### config.mk
export PLATFORM = sky130hd
export DESIGN_NAME = dcs_unit
export DESIGN_NICKNAME = d
export VERILOG_FILES = /design/src/dcs_pkg.sv /design/src/dcs_stepper.sv /design/src/dcs_status_mem.sv /design/src/dcs_unit.sv
export SDC_FILE = /design/constraint.sdc
export NUM_CORES = 1
export LEC_CHECK = 0
export BUFFER_PORTS_ARGS = -buffer_cell sky130_fd_sc_hd__buf_2
export CAP_MARGIN = 20
export CORE_MARGIN = 2
export CORE_UTILIZATION = 60
export DETAILED_ROUTE_END_ITERATION = 6
export PLACE_DENSITY_LB_ADDON = 0.1
export SLEW_MARGIN = 20
export SYNTH_ARGS = -nofsm -noshare
export SYNTH_HDL_FRONTEND = slang
export SYNTH_SLANG_ARGS = --single-unit
### constraint.sdc
create_clock -name clk_sys -period 9.1 [get_ports clk_sys]
set_input_delay 1.365 -clock clk_sys [delete_from_list [all_inputs] [get_ports clk_sys]]
set_output_delay 1.365 -clock clk_sys [all_outputs]
set_load 0.03 [all_outputs]
### src/dcs_pkg.sv
package dcs_pkg;
  // ---------------------------------------------------------------
  // command opcodes
  // ---------------------------------------------------------------
  localparam logic [7:0] OP_TEST_READY = 8'h00;
  localparam logic [7:0] OP_RECAL = 8'h01;
  localparam logic [7:0] OP_READ_STATUS = 8'h03;
  localparam logic [7:0] OP_FMT_DRIVE = 8'h04;
  localparam logic [7:0] OP_VERIFY = 8'h05;
  localparam logic [7:0] OP_FMT_TRACK = 8'h06;
  localparam logic [7:0] OP_FMT_BAD = 8'h07;
  localparam logic [7:0] OP_READ = 8'h08;
  localparam logic [7:0] OP_WRITE = 8'h0a;
  localparam logic [7:0] OP_SEEK = 8'h0b;

  // ---------------------------------------------------------------
  // returned error codes
  // ---------------------------------------------------------------
  localparam logic [5:0] ERR_NONE = 6'h00;
  localparam logic [5:0] ERR_WFAULT = 6'h03;
  localparam logic [5:0] ERR_NOT_READY = 6'h04;
  localparam logic [5:0] ERR_TRK0 = 6'h06;
  localparam logic [5:0] ERR_SEEKING = 6'h08;
  localparam logic [5:0] ERR_UNCORR = 6'h11;
  localparam logic [5:0] ERR_NO_DAM = 6'h12;
  localparam logic [5:0] ERR_SEEK = 6'h15;
  localparam logic [5:0] ERR_CORR = 6'h18;
  localparam logic [5:0] ERR_BAD_TRK = 6'h19;
  localparam logic [5:0] ERR_INV_CMD = 6'h20;
  localparam logic [5:0] ERR_ILL_ADDR = 6'h21;
  localparam logic [5:0] ERR_DIAG_BUF = 6'h30;
  localparam logic [5:0] ERR_DIAG_ROM = 6'h31;
  localparam logic [5:0] ERR_DIAG_ECC = 6'h32;

  // ---------------------------------------------------------------
  // status byte zero layout, counts and timing
  // ---------------------------------------------------------------
  localparam int ST0_AV_BIT = 7;
  localparam int STATUS_BYTES = 4;
  localparam logic [3:0] RETRY_LIMIT = 4'd10;
  localparam logic [8:0] SECTORS_PER_TRACK = 9'd17;
  localparam int TRK0_EXTRA_STEPS = 200;
  localparam int CLK_MHZ = 100;
  localparam int STEP_FAST_US = 70;
  localparam int STEP_MID_US = 200;
  localparam int STEP_SLOW_MS = 3;
  localparam int STEP_FAST_CYC = STEP_FAST_US * CLK_MHZ;
  localparam int STEP_MID_CYC = STEP_MID_US * CLK_MHZ;
  localparam int STEP_SLOW_CYC = STEP_SLOW_MS * 1000 * CLK_MHZ;
  localparam int STEP_PULSE_CYC = 4;
  localparam logic [2:0] STEP_CODE_200US = 3'b100;
  localparam logic [2:0] STEP_CODE_70US = 3'b101;
endpackage : dcs_pkg

### src/dcs_stepper.sv
`timescale 1ns/1ns
// step pulse generator; spacing set by the step code
module dcs_stepper
  import dcs_pkg::*;
#(
  parameter int SLOW_CYC = STEP_SLOW_CYC
) (
  input wire logic clk_sys,
  input wire logic rst,
  input wire logic start,
  input wire logic [10:0] steps,
  input wire logic [2:0] step_code,
  input wire logic stop,
  output logic step_pulse,
  output logic busy
);
  // ---------------------------------------------------------------
  // spacing decode
  // ---------------------------------------------------------------
  logic [2:0] code_q;
  logic [19:0] space_cyc;
  assign space_cyc = (code_q == STEP_CODE_70US) ? 20'(STEP_FAST_CYC) :
                     (code_q == STEP_CODE_200US) ? 20'(STEP_MID_CYC) :
                     20'(SLOW_CYC);

  logic [10:0] left_q;
  logic [19:0] tmr_q;

  // counts steps left; stop aborts the train at once
  always_ff @(posedge clk_sys or posedge rst) begin
    if (rst) begin
      left_q <= 11'h000;
      tmr_q <= 20'h00000;
      busy <= 1'b0;
      step_pulse <= 1'b0;
      code_q <= 3'h0;
    end else if (start) begin
      left_q <= steps;
      tmr_q <= 20'h00000;
      busy <= (steps != 11'h000);
      step_pulse <= 1'b0;
      code_q <= step_code;
    end else if (busy && stop) begin
      busy <= 1'b0;
      step_pulse <= 1'b0;
    end else if (busy) begin
      if (tmr_q == 20'h00000) begin
        step_pulse <= 1'b1;
        tmr_q <= space_cyc - 20'h00001;
        left_q <= left_q - 11'h001;
      end else begin
        if (tmr_q == space_cyc - 20'(STEP_PULSE_CYC)) step_pulse <= 1'b0;
        tmr_q <= tmr_q - 20'h00001;
        if (tmr_q == 20'h00001 && left_q == 11'h000) busy <= 1'b0;
      end
    end
  end
endmodule : dcs_stepper

### src/dcs_status_mem.sv
`timescale 1ns/1ns
// per-drive four byte status store, registered read
module dcs_status_mem (
  input wire logic clk_sys,
  input wire logic rst,
  input wire logic wr_en,
  input wire logic wr_drive,
  input wire logic [31:0] wr_data,
  input wire logic rd_drive,
  input wire logic [1:0] rd_idx,
  output logic [7:0] rd_data
);
  logic [31:0] mem_q [2];

  // ---------------------------------------------------------------
  // store and read
  // ---------------------------------------------------------------
  always_ff @(posedge clk_sys or posedge rst) begin
    if (rst) begin
      mem_q[0] <= 32'h00000000;
      mem_q[1] <= 32'h00000000;
      rd_data <= 8'h00;
    end else begin
      if (wr_en) mem_q[wr_drive] <= wr_data;
      rd_data <= mem_q[rd_drive][8'(rd_idx) * 8 +: 8];
    end
  end
endmodule : dcs_status_mem

### src/dcs_unit.sv
`timescale 1ns/1ns
// Functional notes
// - read-status returns four bytes for named drive
// - byte zero holds address-valid flag and code
// - failed multi-sector transfer reports failing sector
// - format reports next or failing track; verify next or failing sector
// - format-drive recalibrates, seeks, formats each track through head 0 of last cylinder
// - format uses buffer data, starts sector zero
// - verify reads 1..256 sectors, stops on error
// - read 1..256 sectors, ends at error sector
// - write 1..256 sectors, same error handling
// - format-track writes ids, bad flag clear
// - format-bad-track sets bad flag in ids
// - seek starts positioning and selects head
// - buffered seek completes once steps issued
// - command waits busy for seek; ready-test reports 08
// - no timeout on buffered seek wait
// - step spacing 70us, 200us or 3ms
// - codes 00, 03 write fault, 04 not ready
// - no track zero after cyl+200 steps gives 06
// - code 12 missing mark, 15 id mismatch
// - code 11 uncorrectable, 18 corrected
// - bad track gives 19, no retry
// - code 20 bad command, 21 bad address
// - diagnostic failures codes 30, 31, 32
// - ten retries; id miss adds rezero and ten more
module dcs_unit
  import dcs_pkg::*;
#(
  parameter int SLOW_CYC = STEP_SLOW_CYC
) (
  input wire logic clk_sys,
  input wire logic rst,
  input wire logic cmd_valid,
  input wire logic [7:0] cmd_op,
  input wire logic cmd_drive,
  input wire logic [2:0] cmd_head,
  input wire logic [9:0] cmd_cyl,
  input wire logic [5:0] cmd_sector,
  input wire logic [7:0] cmd_count,
  input wire logic general_retry_disable,
  input wire logic [2:0] cmd_step_code,
  input wire logic [9:0] cfg_max_cyl,
  input wire logic [3:0] cfg_max_heads,
  input wire logic track_zero_indicator,
  input wire logic drive_selected_response,
  input wire logic seek_complete_signal,
  input wire logic drive_ready,
  input wire logic write_fault,
  input wire logic sec_done,
  input wire logic [5:0] sec_err,
  input wire logic diag_done,
  input wire logic [5:0] diag_err,
  input wire logic stat_rd,
  output logic busy,
  output logic done,
  output logic error,
  output logic [7:0] stat_data,
  output logic stat_valid,
  output logic step_pulse,
  output logic step_dir_in,
  output logic drive_sel,
  output logic [2:0] head_sel,
  output logic sec_go,
  output logic sec_write,
  output logic sec_format,
  output logic fmt_bad_flag,
  output logic [5:0] sec_target,
  output logic diag_go
);
  typedef enum logic [8:0] {
    ST_IDLE = 9'b000000001,
    ST_HOLD = 9'b000000010,
    ST_RECAL = 9'b000000100,
    ST_SEEK = 9'b000001000,
    ST_XFER = 9'b000010000,
    ST_WAITSEC = 9'b000100000,
    ST_DIAG = 9'b001000000,
    ST_FINISH = 9'b010000000,
    ST_STATUS = 9'b100000000
  } dcs_state_e;

  // ---------------------------------------------------------------
  // sync drive inputs
  // ---------------------------------------------------------------
  logic [4:0] sy1_q, sy2_q;
  always_ff @(posedge clk_sys or posedge rst) begin
    if (rst) begin
      sy1_q <= 5'h00;
      sy2_q <= 5'h00;
    end else begin
      sy1_q <= {track_zero_indicator, drive_selected_response, seek_complete_signal,
                drive_ready, write_fault};
      sy2_q <= sy1_q;
    end
  end
  wire tk0_s = sy2_q[4];
  wire drive_selected_response_s = sy2_q[3];
  wire sc_s = sy2_q[2];
  wire rdy_s = sy2_q[1];
  wire wf_s = sy2_q[0];

  dcs_state_e st_q;
  logic [7:0] op_q;
  logic drv_q, r1_q, is_fmt_q, addr_cmd_q;
  logic [2:0] head_q, step_q;
  logic [9:0] cyl_q;
  logic [9:0] cur_cyl_q [2];
  logic [5:0] sec_q, err_q;
  logic [8:0] left_q;
  logic [3:0] retry_q;
  logic rezero_q;
  logic [1:0] pend_q; // buffered seek outstanding per drive
  logic [1:0] rd_idx_q;
  logic [2:0] rd_cnt_q;
  logic stp_start_q, recal_q;
  logic [10:0] stp_steps_q;
  logic [10:0] recal_cnt_q;
  logic st_we_q;

  // ---------------------------------------------------------------
  // command decode
  // ---------------------------------------------------------------
  wire op_known = (cmd_op == OP_TEST_READY) || (cmd_op == OP_RECAL) ||
                  (cmd_op == OP_READ_STATUS) || (cmd_op == OP_FMT_DRIVE) ||
                  (cmd_op == OP_VERIFY) || (cmd_op == OP_FMT_TRACK) ||
                  (cmd_op == OP_FMT_BAD) || (cmd_op == OP_READ) ||
                  (cmd_op == OP_WRITE) || (cmd_op == OP_SEEK) ||
                  (cmd_op[7:5] == 3'b111);
  wire op_addr = (cmd_op >= OP_FMT_DRIVE) && (cmd_op <= OP_SEEK);
  wire addr_bad = op_addr && ((cmd_cyl >= cfg_max_cyl) ||
                  ({1'b0, cmd_head} >= cfg_max_heads) ||
                  (9'(cmd_sector) >= SECTORS_PER_TRACK));
  wire [8:0] count_full = (cmd_count == 8'h00) ? 9'd256 : {1'b0, cmd_count};
  wire op_fmt = (cmd_op == OP_FMT_DRIVE) || (cmd_op == OP_FMT_TRACK) ||
                (cmd_op == OP_FMT_BAD);
  wire seek_wait = pend_q[cmd_drive] && !sc_s;
  wire [10:0] seek_dist = (cyl_q >= cur_cyl_q[drv_q]) ?
                          {1'b0, cyl_q - cur_cyl_q[drv_q]} :
                          {1'b0, cur_cyl_q[drv_q] - cyl_q};
  wire [10:0] recal_lim = {1'b0, cfg_max_cyl} + 11'(TRK0_EXTRA_STEPS);
  wire retriable = !r1_q && (sec_err != ERR_BAD_TRK) && (sec_err != ERR_CORR) &&
                   ((retry_q < RETRY_LIMIT) || (sec_err == ERR_SEEK && !rezero_q));
  wire stp_busy;
  wire [31:0] st_word = {cyl_q[7:0], cyl_q[9:8], sec_q, 2'b00, drv_q,
                         2'b00, head_q, addr_cmd_q, 1'b0, err_q};

  dcs_stepper #(.SLOW_CYC(SLOW_CYC)) u_step (
    .clk_sys(clk_sys),
    .rst(rst),
    .start(stp_start_q),
    .steps(stp_steps_q),
    .step_code(recal_q ? 3'b000 : step_q),
    .stop(recal_q && tk0_s),
    .step_pulse(step_pulse),
    .busy(stp_busy)
  );

  wire [7:0] mem_rd;
  dcs_status_mem u_mem (
    .clk_sys(clk_sys),
    .rst(rst),
    .wr_en(st_we_q),
    .wr_drive(drv_q),
    .wr_data(st_word),
    .rd_drive(drv_q),
    .rd_idx(rd_idx_q),
    .rd_data(mem_rd)
  );

  // ---------------------------------------------------------------
  // command sequencer
  // ---------------------------------------------------------------
  always_ff @(posedge clk_sys or posedge rst) begin
    if (rst) begin
      st_q <= ST_IDLE;
      op_q <= 8'h00; drv_q <= 1'b0; r1_q <= 1'b0; is_fmt_q <= 1'b0;
      addr_cmd_q <= 1'b0; head_q <= 3'h0; step_q <= 3'h0; cyl_q <= 10'h000;
      cur_cyl_q[0] <= 10'h000; cur_cyl_q[1] <= 10'h000;
      sec_q <= 6'h00; err_q <= 6'h00; left_q <= 9'h000; retry_q <= 4'h0;
      rezero_q <= 1'b0; pend_q <= 2'b00; rd_idx_q <= 2'h0; rd_cnt_q <= 3'h0;
      stp_start_q <= 1'b0; recal_q <= 1'b0; stp_steps_q <= 11'h000;
      recal_cnt_q <= 11'h000; st_we_q <= 1'b0;
      busy <= 1'b0; done <= 1'b0; error <= 1'b0; stat_data <= 8'h00;
      stat_valid <= 1'b0; step_dir_in <= 1'b0; drive_sel <= 1'b0;
      head_sel <= 3'h0; sec_go <= 1'b0; sec_write <= 1'b0;
      sec_format <= 1'b0; fmt_bad_flag <= 1'b0; sec_target <= 6'h00;
      diag_go <= 1'b0;
    end else begin
      stp_start_q <= 1'b0;
      st_we_q <= 1'b0;
      done <= 1'b0;
      sec_go <= 1'b0;
      diag_go <= 1'b0;
      stat_valid <= 1'b0;
      // seek complete clears the outstanding mark of the selected drive
      if (sc_s) pend_q[drive_sel] <= 1'b0;
      unique case (st_q)
        ST_IDLE: if (cmd_valid) begin
          busy <= 1'b1;
          op_q <= cmd_op; drv_q <= cmd_drive; head_q <= cmd_head;
          cyl_q <= cmd_cyl; r1_q <= general_retry_disable; step_q <= cmd_step_code;
          sec_q <= op_fmt ? 6'h00 : cmd_sector;
          left_q <= op_fmt ? 9'(SECTORS_PER_TRACK) : count_full;
          is_fmt_q <= op_fmt; addr_cmd_q <= op_addr;
          fmt_bad_flag <= (cmd_op == OP_FMT_BAD);
          retry_q <= 4'h0; rezero_q <= 1'b0; err_q <= ERR_NONE;
          drive_sel <= cmd_drive; head_sel <= cmd_head;
          if (cmd_op == OP_READ_STATUS) begin
            rd_idx_q <= 2'h0; rd_cnt_q <= 3'h0; addr_cmd_q <= 1'b0;
            st_q <= ST_STATUS;
          end else if (!op_known) begin
            err_q <= ERR_INV_CMD; st_q <= ST_FINISH;
          end else if (addr_bad) begin
            err_q <= ERR_ILL_ADDR; st_q <= ST_FINISH;
          end else if (cmd_op == OP_TEST_READY && seek_wait) begin
            err_q <= ERR_SEEKING; st_q <= ST_FINISH;
          end else st_q <= seek_wait ? ST_HOLD : ST_RECAL;
        end
        // no timeout here: only seek complete releases the hold
        ST_HOLD: if (sc_s) st_q <= ST_RECAL;
        ST_RECAL: begin
          if (!drive_selected_response_s || !rdy_s) begin
            err_q <= ERR_NOT_READY; st_q <= ST_FINISH;
          end else if (wf_s) begin
            err_q <= ERR_WFAULT; st_q <= ST_FINISH;
          end else if (is_fmt_q || op_q == OP_RECAL || rezero_q) begin
            if (!recal_q) begin
              recal_q <= 1'b1; step_dir_in <= 1'b0; recal_cnt_q <= 11'h000;
              stp_steps_q <= recal_lim; stp_start_q <= 1'b1;
            end else if (tk0_s && !stp_start_q) begin
              recal_q <= 1'b0; cur_cyl_q[drv_q] <= 10'h000; st_q <= ST_SEEK;
            end else if (step_pulse && recal_cnt_q != recal_lim) begin
              recal_cnt_q <= recal_cnt_q + 11'h001;
            end else if (!stp_busy && !stp_start_q) begin
              recal_q <= 1'b0; err_q <= ERR_TRK0; st_q <= ST_FINISH;
            end
          end else st_q <= ST_SEEK;
        end
        ST_SEEK: if (!stp_start_q && !stp_busy) begin
          if (cur_cyl_q[drv_q] != cyl_q) begin
            step_dir_in <= (cyl_q > cur_cyl_q[drv_q]);
            stp_steps_q <= seek_dist; stp_start_q <= 1'b1;
            cur_cyl_q[drv_q] <= cyl_q;
          end else if (op_q == OP_SEEK) begin
            // buffered drive moves alone; report once pulses are out
            pend_q[drv_q] <= 1'b1; st_q <= ST_FINISH;
          end else if (op_q == OP_RECAL) st_q <= ST_FINISH;
          else if (op_q[7:5] == 3'b111) begin
            diag_go <= 1'b1; st_q <= ST_DIAG;
          end else st_q <= ST_XFER;
        end
        ST_XFER: begin
          sec_go <= 1'b1; sec_target <= sec_q;
          sec_write <= (op_q == OP_WRITE) || is_fmt_q;
          sec_format <= is_fmt_q;
          st_q <= ST_WAITSEC;
        end
        ST_WAITSEC: if (sec_done) begin
          if (sec_err == ERR_NONE || sec_err == ERR_CORR) begin
            if (sec_err == ERR_CORR) err_q <= ERR_CORR;
            retry_q <= 4'h0;
            if (9'(sec_q) + 9'h001 >= SECTORS_PER_TRACK) begin
              sec_q <= 6'h00;
              if ({1'b0, head_q} + 4'h1 >= cfg_max_heads || is_fmt_q && op_q != OP_FMT_DRIVE) begin
                head_q <= 3'h0; cyl_q <= cyl_q + 10'h001;
              end else head_q <= head_q + 3'h1;
            end else sec_q <= sec_q + 6'h01;
            if (is_fmt_q) begin
              // format runs track by track; drive format to last cylinder
              if (9'(sec_q) + 9'h001 >= SECTORS_PER_TRACK &&
                  (op_q != OP_FMT_DRIVE || cyl_q + 10'h001 >= cfg_max_cyl))
                st_q <= ST_FINISH;
              else st_q <= (9'(sec_q) + 9'h001 >= SECTORS_PER_TRACK) ? ST_SEEK : ST_XFER;
            end else if (left_q == 9'h001) st_q <= ST_FINISH;
            else begin
              left_q <= left_q - 9'h001;
              st_q <= (9'(sec_q) + 9'h001 >= SECTORS_PER_TRACK) ? ST_SEEK : ST_XFER;
            end
          end else if (retriable) begin
            if (retry_q == RETRY_LIMIT) begin
              rezero_q <= 1'b1; retry_q <= 4'h0; st_q <= ST_RECAL;
            end else begin
              retry_q <= retry_q + 4'h1; st_q <= ST_XFER;
            end
          end else begin
            // address stays on failing sector / track
            err_q <= sec_err;
            if (is_fmt_q) sec_q <= 6'h00;
            st_q <= ST_FINISH;
          end
        end
        ST_DIAG: if (diag_done) begin
          err_q <= diag_err; st_q <= ST_FINISH;
        end
        ST_FINISH: begin
          st_we_q <= 1'b1;
          busy <= 1'b0; done <= 1'b1; error <= (err_q != ERR_NONE);
          st_q <= ST_IDLE;
        end
        ST_STATUS: begin
          // one registered read in flight, byte out per stat_rd
          if (rd_cnt_q == 3'(STATUS_BYTES)) begin
            busy <= 1'b0; done <= 1'b1; error <= 1'b0; st_q <= ST_IDLE;
          end else if (stat_rd) begin
            stat_data <= mem_rd; stat_valid <= 1'b1;
            rd_cnt_q <= rd_cnt_q + 3'h1; rd_idx_q <= rd_idx_q + 2'h1;
          end
        end
        default: st_q <= ST_IDLE;
      endcase
    end
  end
endmodule : dcs_unit

==> results <==
- The root cell of the clock tree is clkbuf_16.
- The critical path's largest stage delay is 520 ps.
- The violation count after the first detailed-route iteration is 996.
- Dividing the final minimum period by the clock period gives 0.430.
- The half-perimeter wire length after placement is 27.6 mm.
- STA classifies the critical path startpoint as a register.
- The total number of vias is 11.7k.
- The number of DRC violations after detailed routing is 0.
- The clock net in this run drives a total of 250 sinks.
- The total wire length is 37.8 mm.
- The min-delay analysis places its worst path in the category register to register.
- The cell area that synthesis handed to floorplanning was 14100 µm².
- The antenna diode count is 0.
- The count of buffer and inverter cells on the critical path is 2.
- Of the total power, combinational logic draws 0.368.
- The most common flop cell mapped by yosys is dfrtp_1.
- Data on the critical path is required at its endpoint by 9570 ps.
- The detail route stage leaves a number of antenna-violating nets equal to 0.
- The cell-internal power is 2580 µW.
- The area growth from synthesis to layout is 11.5%.
- At the worst endpoint, the arrival time is 4380 ps.
- Setup repair after global routing left no endpoint under its margin.
- The number of nets in the finished design is 1741.
- The clock skew after layout is 7.85 ps.
- The flip-flop and latch count after synthesis is 250.
- STA classifies the critical path endpoint as a register.
- Post-CTS timing repair inserted 0 buffers for setup.
- For hold timing, the worst endpoint is sy2_q[0]$_DFF_PP0_.
- The worst register-to-register path begins at drv_q$_DFFE_PP0P_.
- In this run the vertical extent of the chip is 157 µm.
- The number of placed instances, taps included is 1892.
- The number of hold-slack violations in the final timing report is 0.
- The count of non-filler cells in the finished layout is 1941.
- For this design the total switching power over the nets is 1620 µW.
- The reg-to-reg endpoint is st_q[7]$_DFFE_PP0P_.
- Clock-pin slew was measured on the worst setup and hold paths at 60 ps.
- The async set or reset register ratio after synthesis is 1.00.
- The CTS tree is done.
- Routability-driven placement finished with a final weighted congestion of 0.943.
- At the pin with the least slew margin, the transition time is 1070 ps.
- The net switching fraction of the power is 0.385.
- Total power for the finished layout comes to 4190 µW.
- The initial core utilization is 0.606.
- The leakage power of the design is 0.00743 µW.
- The first global-routing pass estimated 59.6 mm of wire.
- The instance area at placement is 14900 µm².
- The average wire per cell in the routed design is 19.5 µm.
- Adding up every negative setup slack in the final design gives 0 ps.
- The warning count from the yosys run is 0.
- The first TritonRoute pass finished after 5 iterations.
- The startpoint identified for the worst hold timing path is sy1_q[0]$_DFF_PP0_.
- The count of H-tree levels built during CTS is 1.
- The fraction of final layout cells sized beyond drive strength 1 is 0.147.
- After floorplanning, the core was sized to cover 23300 µm².
- The area of all placed cells without fillers is 15800 µm².
- In this run the deepest clock path goes through 3 buffers.
- Walking the worst path, the cells encountered are buf_4 > mux2i_1 > inv_1 > ha_1 > nand4_1 > or3_1 > nor3_4 > nor2_1 > or3b_1 > or3_4 > a41o_4 > a31oi_2.
- The number of filler instances in the final layout is 1877.
- The synthesized design contains 0 enable-type register cells.
- The average instance in the mapped netlist occupies 9.29 µm².
- For this run, the register share of the synthesized area comes to 0.443.
- After synthesis, the netlist uses 89 different library cells.
- For this run, the total global-route usage over all layers was measured as 0.308.
- Headroom to the max-slew limit came out at 0.279.
- The largest fanout of any net on the critical path is 31.
- Grouping stages by cell kind, the critical path spends the most delay in simple AND/OR/NAND/NOR gates.
- The slack of the worst reg-to-reg path is 5190 ps.
- The largest net degree at the start of global routing is 131.
- The overall overflow remaining after global route is 0.
- The post-synth net total is 1660.
- The horizontal die dimension is 157 µm.
- The share of total power dissipated in sequential elements is 0.371.
- The average vias per placed instance is 6.04.
- Static timing analysis puts the maximum clock frequency at 0.256 GHz.
- The peak supply drop is 156 µV.
- The worst path needs 3910 ps of the cycle, external delays included.
- The number of antenna violations at the first check in global routing is 0.
- The total of max-cap violations is 0.
- The type of the worst setup path is register to register.
- Measured in cells, the most critical reg-to-reg path has a length of 12.
- Setup violations remaining at the end of the flow were counted as 0.
- The post-cts repair resize count is 0.
- The part of the power in the clock network is 0.260.
- The count of input and output buffers is 105.
- The insertion delay to the later sink of the worst-skew pair is 550 ps.
- The number of I/O pins is 106.
- The number of cells on the worst hold path is 0.
- The final standard cell utilization of the core is 0.675.
- The via count of the first global-routing pass is 11.0k.
- The floorplan step defined a die boundary enclosing 24800 µm².
- The flow ran to the end, and the final reports show no timing, DRC or antenna violations.
- The final number of max-transition violations is 0.
- The initialized floorplan defines 56 standard-cell rows.
- Buffers inserted to repair hold after CTS numbered 0.
- The slowest stage of the critical path is the or3_1 cell.
- The number of buffers inserted during clock tree synthesis is 27.
- Synthesis produced 1521 cells.
- The power density over the cells is 266 nW/µm².
layout by cell type (no fill, tap or decap), types with 10 or more instances in the layout:
cell type,instances
a21o_1,10
a21oi_1,66
a22o_1,13
a31oi_1,11
and3_1,13
buf_2,105
buf_4,11
clkbuf_16,27
clkinv_2,10
dfrtp_1,249
ha_1,60
inv_1,76
mux2_2,33
mux2i_1,29
mux4_2,12
nand2_1,243
nand2b_1,18
nand3_1,37
nand4_1,16
nor2_1,109
nor2b_1,12
nor3_1,39
nor4_1,12
o21ai_0,162
or3_1,11
xnor2_1,32
xor2_1,22
metrics by stage:
step,hold slack (ps),setup slack [ps]
after detailed placement,343,4990
after CTS,360,5210
after global routing,356,4910
after global placement,334,5030
final,356,5190
after floorplan,331,865
cell type report:
cell class,count,area [µm²],area share
well taps,319,399,0.0253
multi-input cells,1130,7330,0.465
repair buffers,116,608,0.0386
inverters,77,297,0.0188
clock buffers,36,749,0.0476
clock inverters,13,119,0.00754
flip-flops and latches,250,6260,0.397
power groups by stage:
| stage | Sequential [µW] | Combinational [µW] | Clock (µW) |
|---|---|---|---|
| 2_1_floorplan | 1530 | 1140 | 0 |
| 3_3_place_gp | 1560 | 1490 | 0 |
| 3_5_place_dp | 1570 | 1520 | 0 |
| 4_1_cts | 1550 | 1530 | 1100 |
| 5_1_grt | 1590 | 1720 | 1150 |
| 6_report | 1560 | 1540 | 1090 |
layer usage:
metal  up-vias  share of wire  track usage
met5         -              0            0
met4         0          0.033       0.0944
met3       101          0.078       0.0600
met2       451           0.44        0.469
met1      5639           0.44        0.447
li1       5535              -            -
synth_stat cells (7+ instances only):
master	instances	area, µm²
a21o_1	10	75.1
a21oi_1	68	340
a22o_1	13	114
a31oi_1	11	68.8
a32oi_1	7	61.3
and2_1	9	56.3
and3_1	13	81.3
buf_2	11	55.1
clkbuf_1	46	173
dfrtp_1	249	6230
ha_1	60	751
inv_1	77	289
mux2_2	33	372
mux2i_1	29	290
mux4_2	12	270
nand2_1	243	912
nand2b_1	18	113
nand3_1	37	185
nand4_1	16	100
nor2_1	109	409
nor2b_1	12	75.1
nor3_1	39	195
nor3b_1	7	52.6
nor4_1	12	75.1
o21ai_0	162	811
or3_1	11	68.8
or4_1	9	67.6
xnor2_1	32	280
xor2_1	22	193
kinds of logic after synthesis:
| kind of cell | count (synthesis) | synth area share |
|---|---|---|
| and+or+nand+nor | 579 | 0.198 |
| DFF | 250 | 0.443 |
| adders and majority gates | 62 | 0.0559 |
| xor gates and xnor gates | 58 | 0.0398 |
| buffers and inverters | 141 | 0.0395 |
| AOI/OAI and AO/OA | 352 | 0.154 |
| muxes | 79 | 0.0699 |
sequential cells by signal (all words and copies together), names as in the netlist, 8 cells and up:
register / flops
u_mem.mem_q: 54
cur_cyl_q: 20
u_step.tmr_q: 20
recal_cnt_q: 11
stp_steps_q: 11
u_step.left_q: 11
cyl_q: 10
left_q: 9
st_q: 9
op_q: 8
stat_data: 8
u_mem.rd_data: 8
worst register-to-register path, stage by stage, from the launching register on:
cell	delay [ps]
dfrtp_1	320
buf_4	470
mux2i_1	430
inv_1	130
ha_1	330
nand4_1	140
or3_1	520
nor3_4	230
nor2_1	60
or3b_1	350
or3_4	410
a41o_4	290
a31oi_2	150
worst max-delay path by stage:
stage / end / depth (start not counted) / slack [ps] / start
after floorplan: addr_cmd_q$_DFFE_PP0P_ / 1 / 870 / rst
after global placement: err_q[4]$_DFFE_PP0P_ / 10 / 5030 / cfg_max_cyl[3]
after detailed placement: err_q[3]$_DFFE_PP0P_ / 10 / 4990 / cfg_max_cyl[3]
after CTS: st_q[7]$_DFFE_PP0P_ / 12 / 5210 / drv_q$_DFFE_PP0P_
after global routing: st_q[7]$_DFFE_PP0P_ / 12 / 4910 / drv_q$_DFFE_PP0P_
final: st_q[7]$_DFFE_PP0P_ / 12 / 5190 / drv_q$_DFFE_PP0P_
Power figures use the tool's default switching activity.
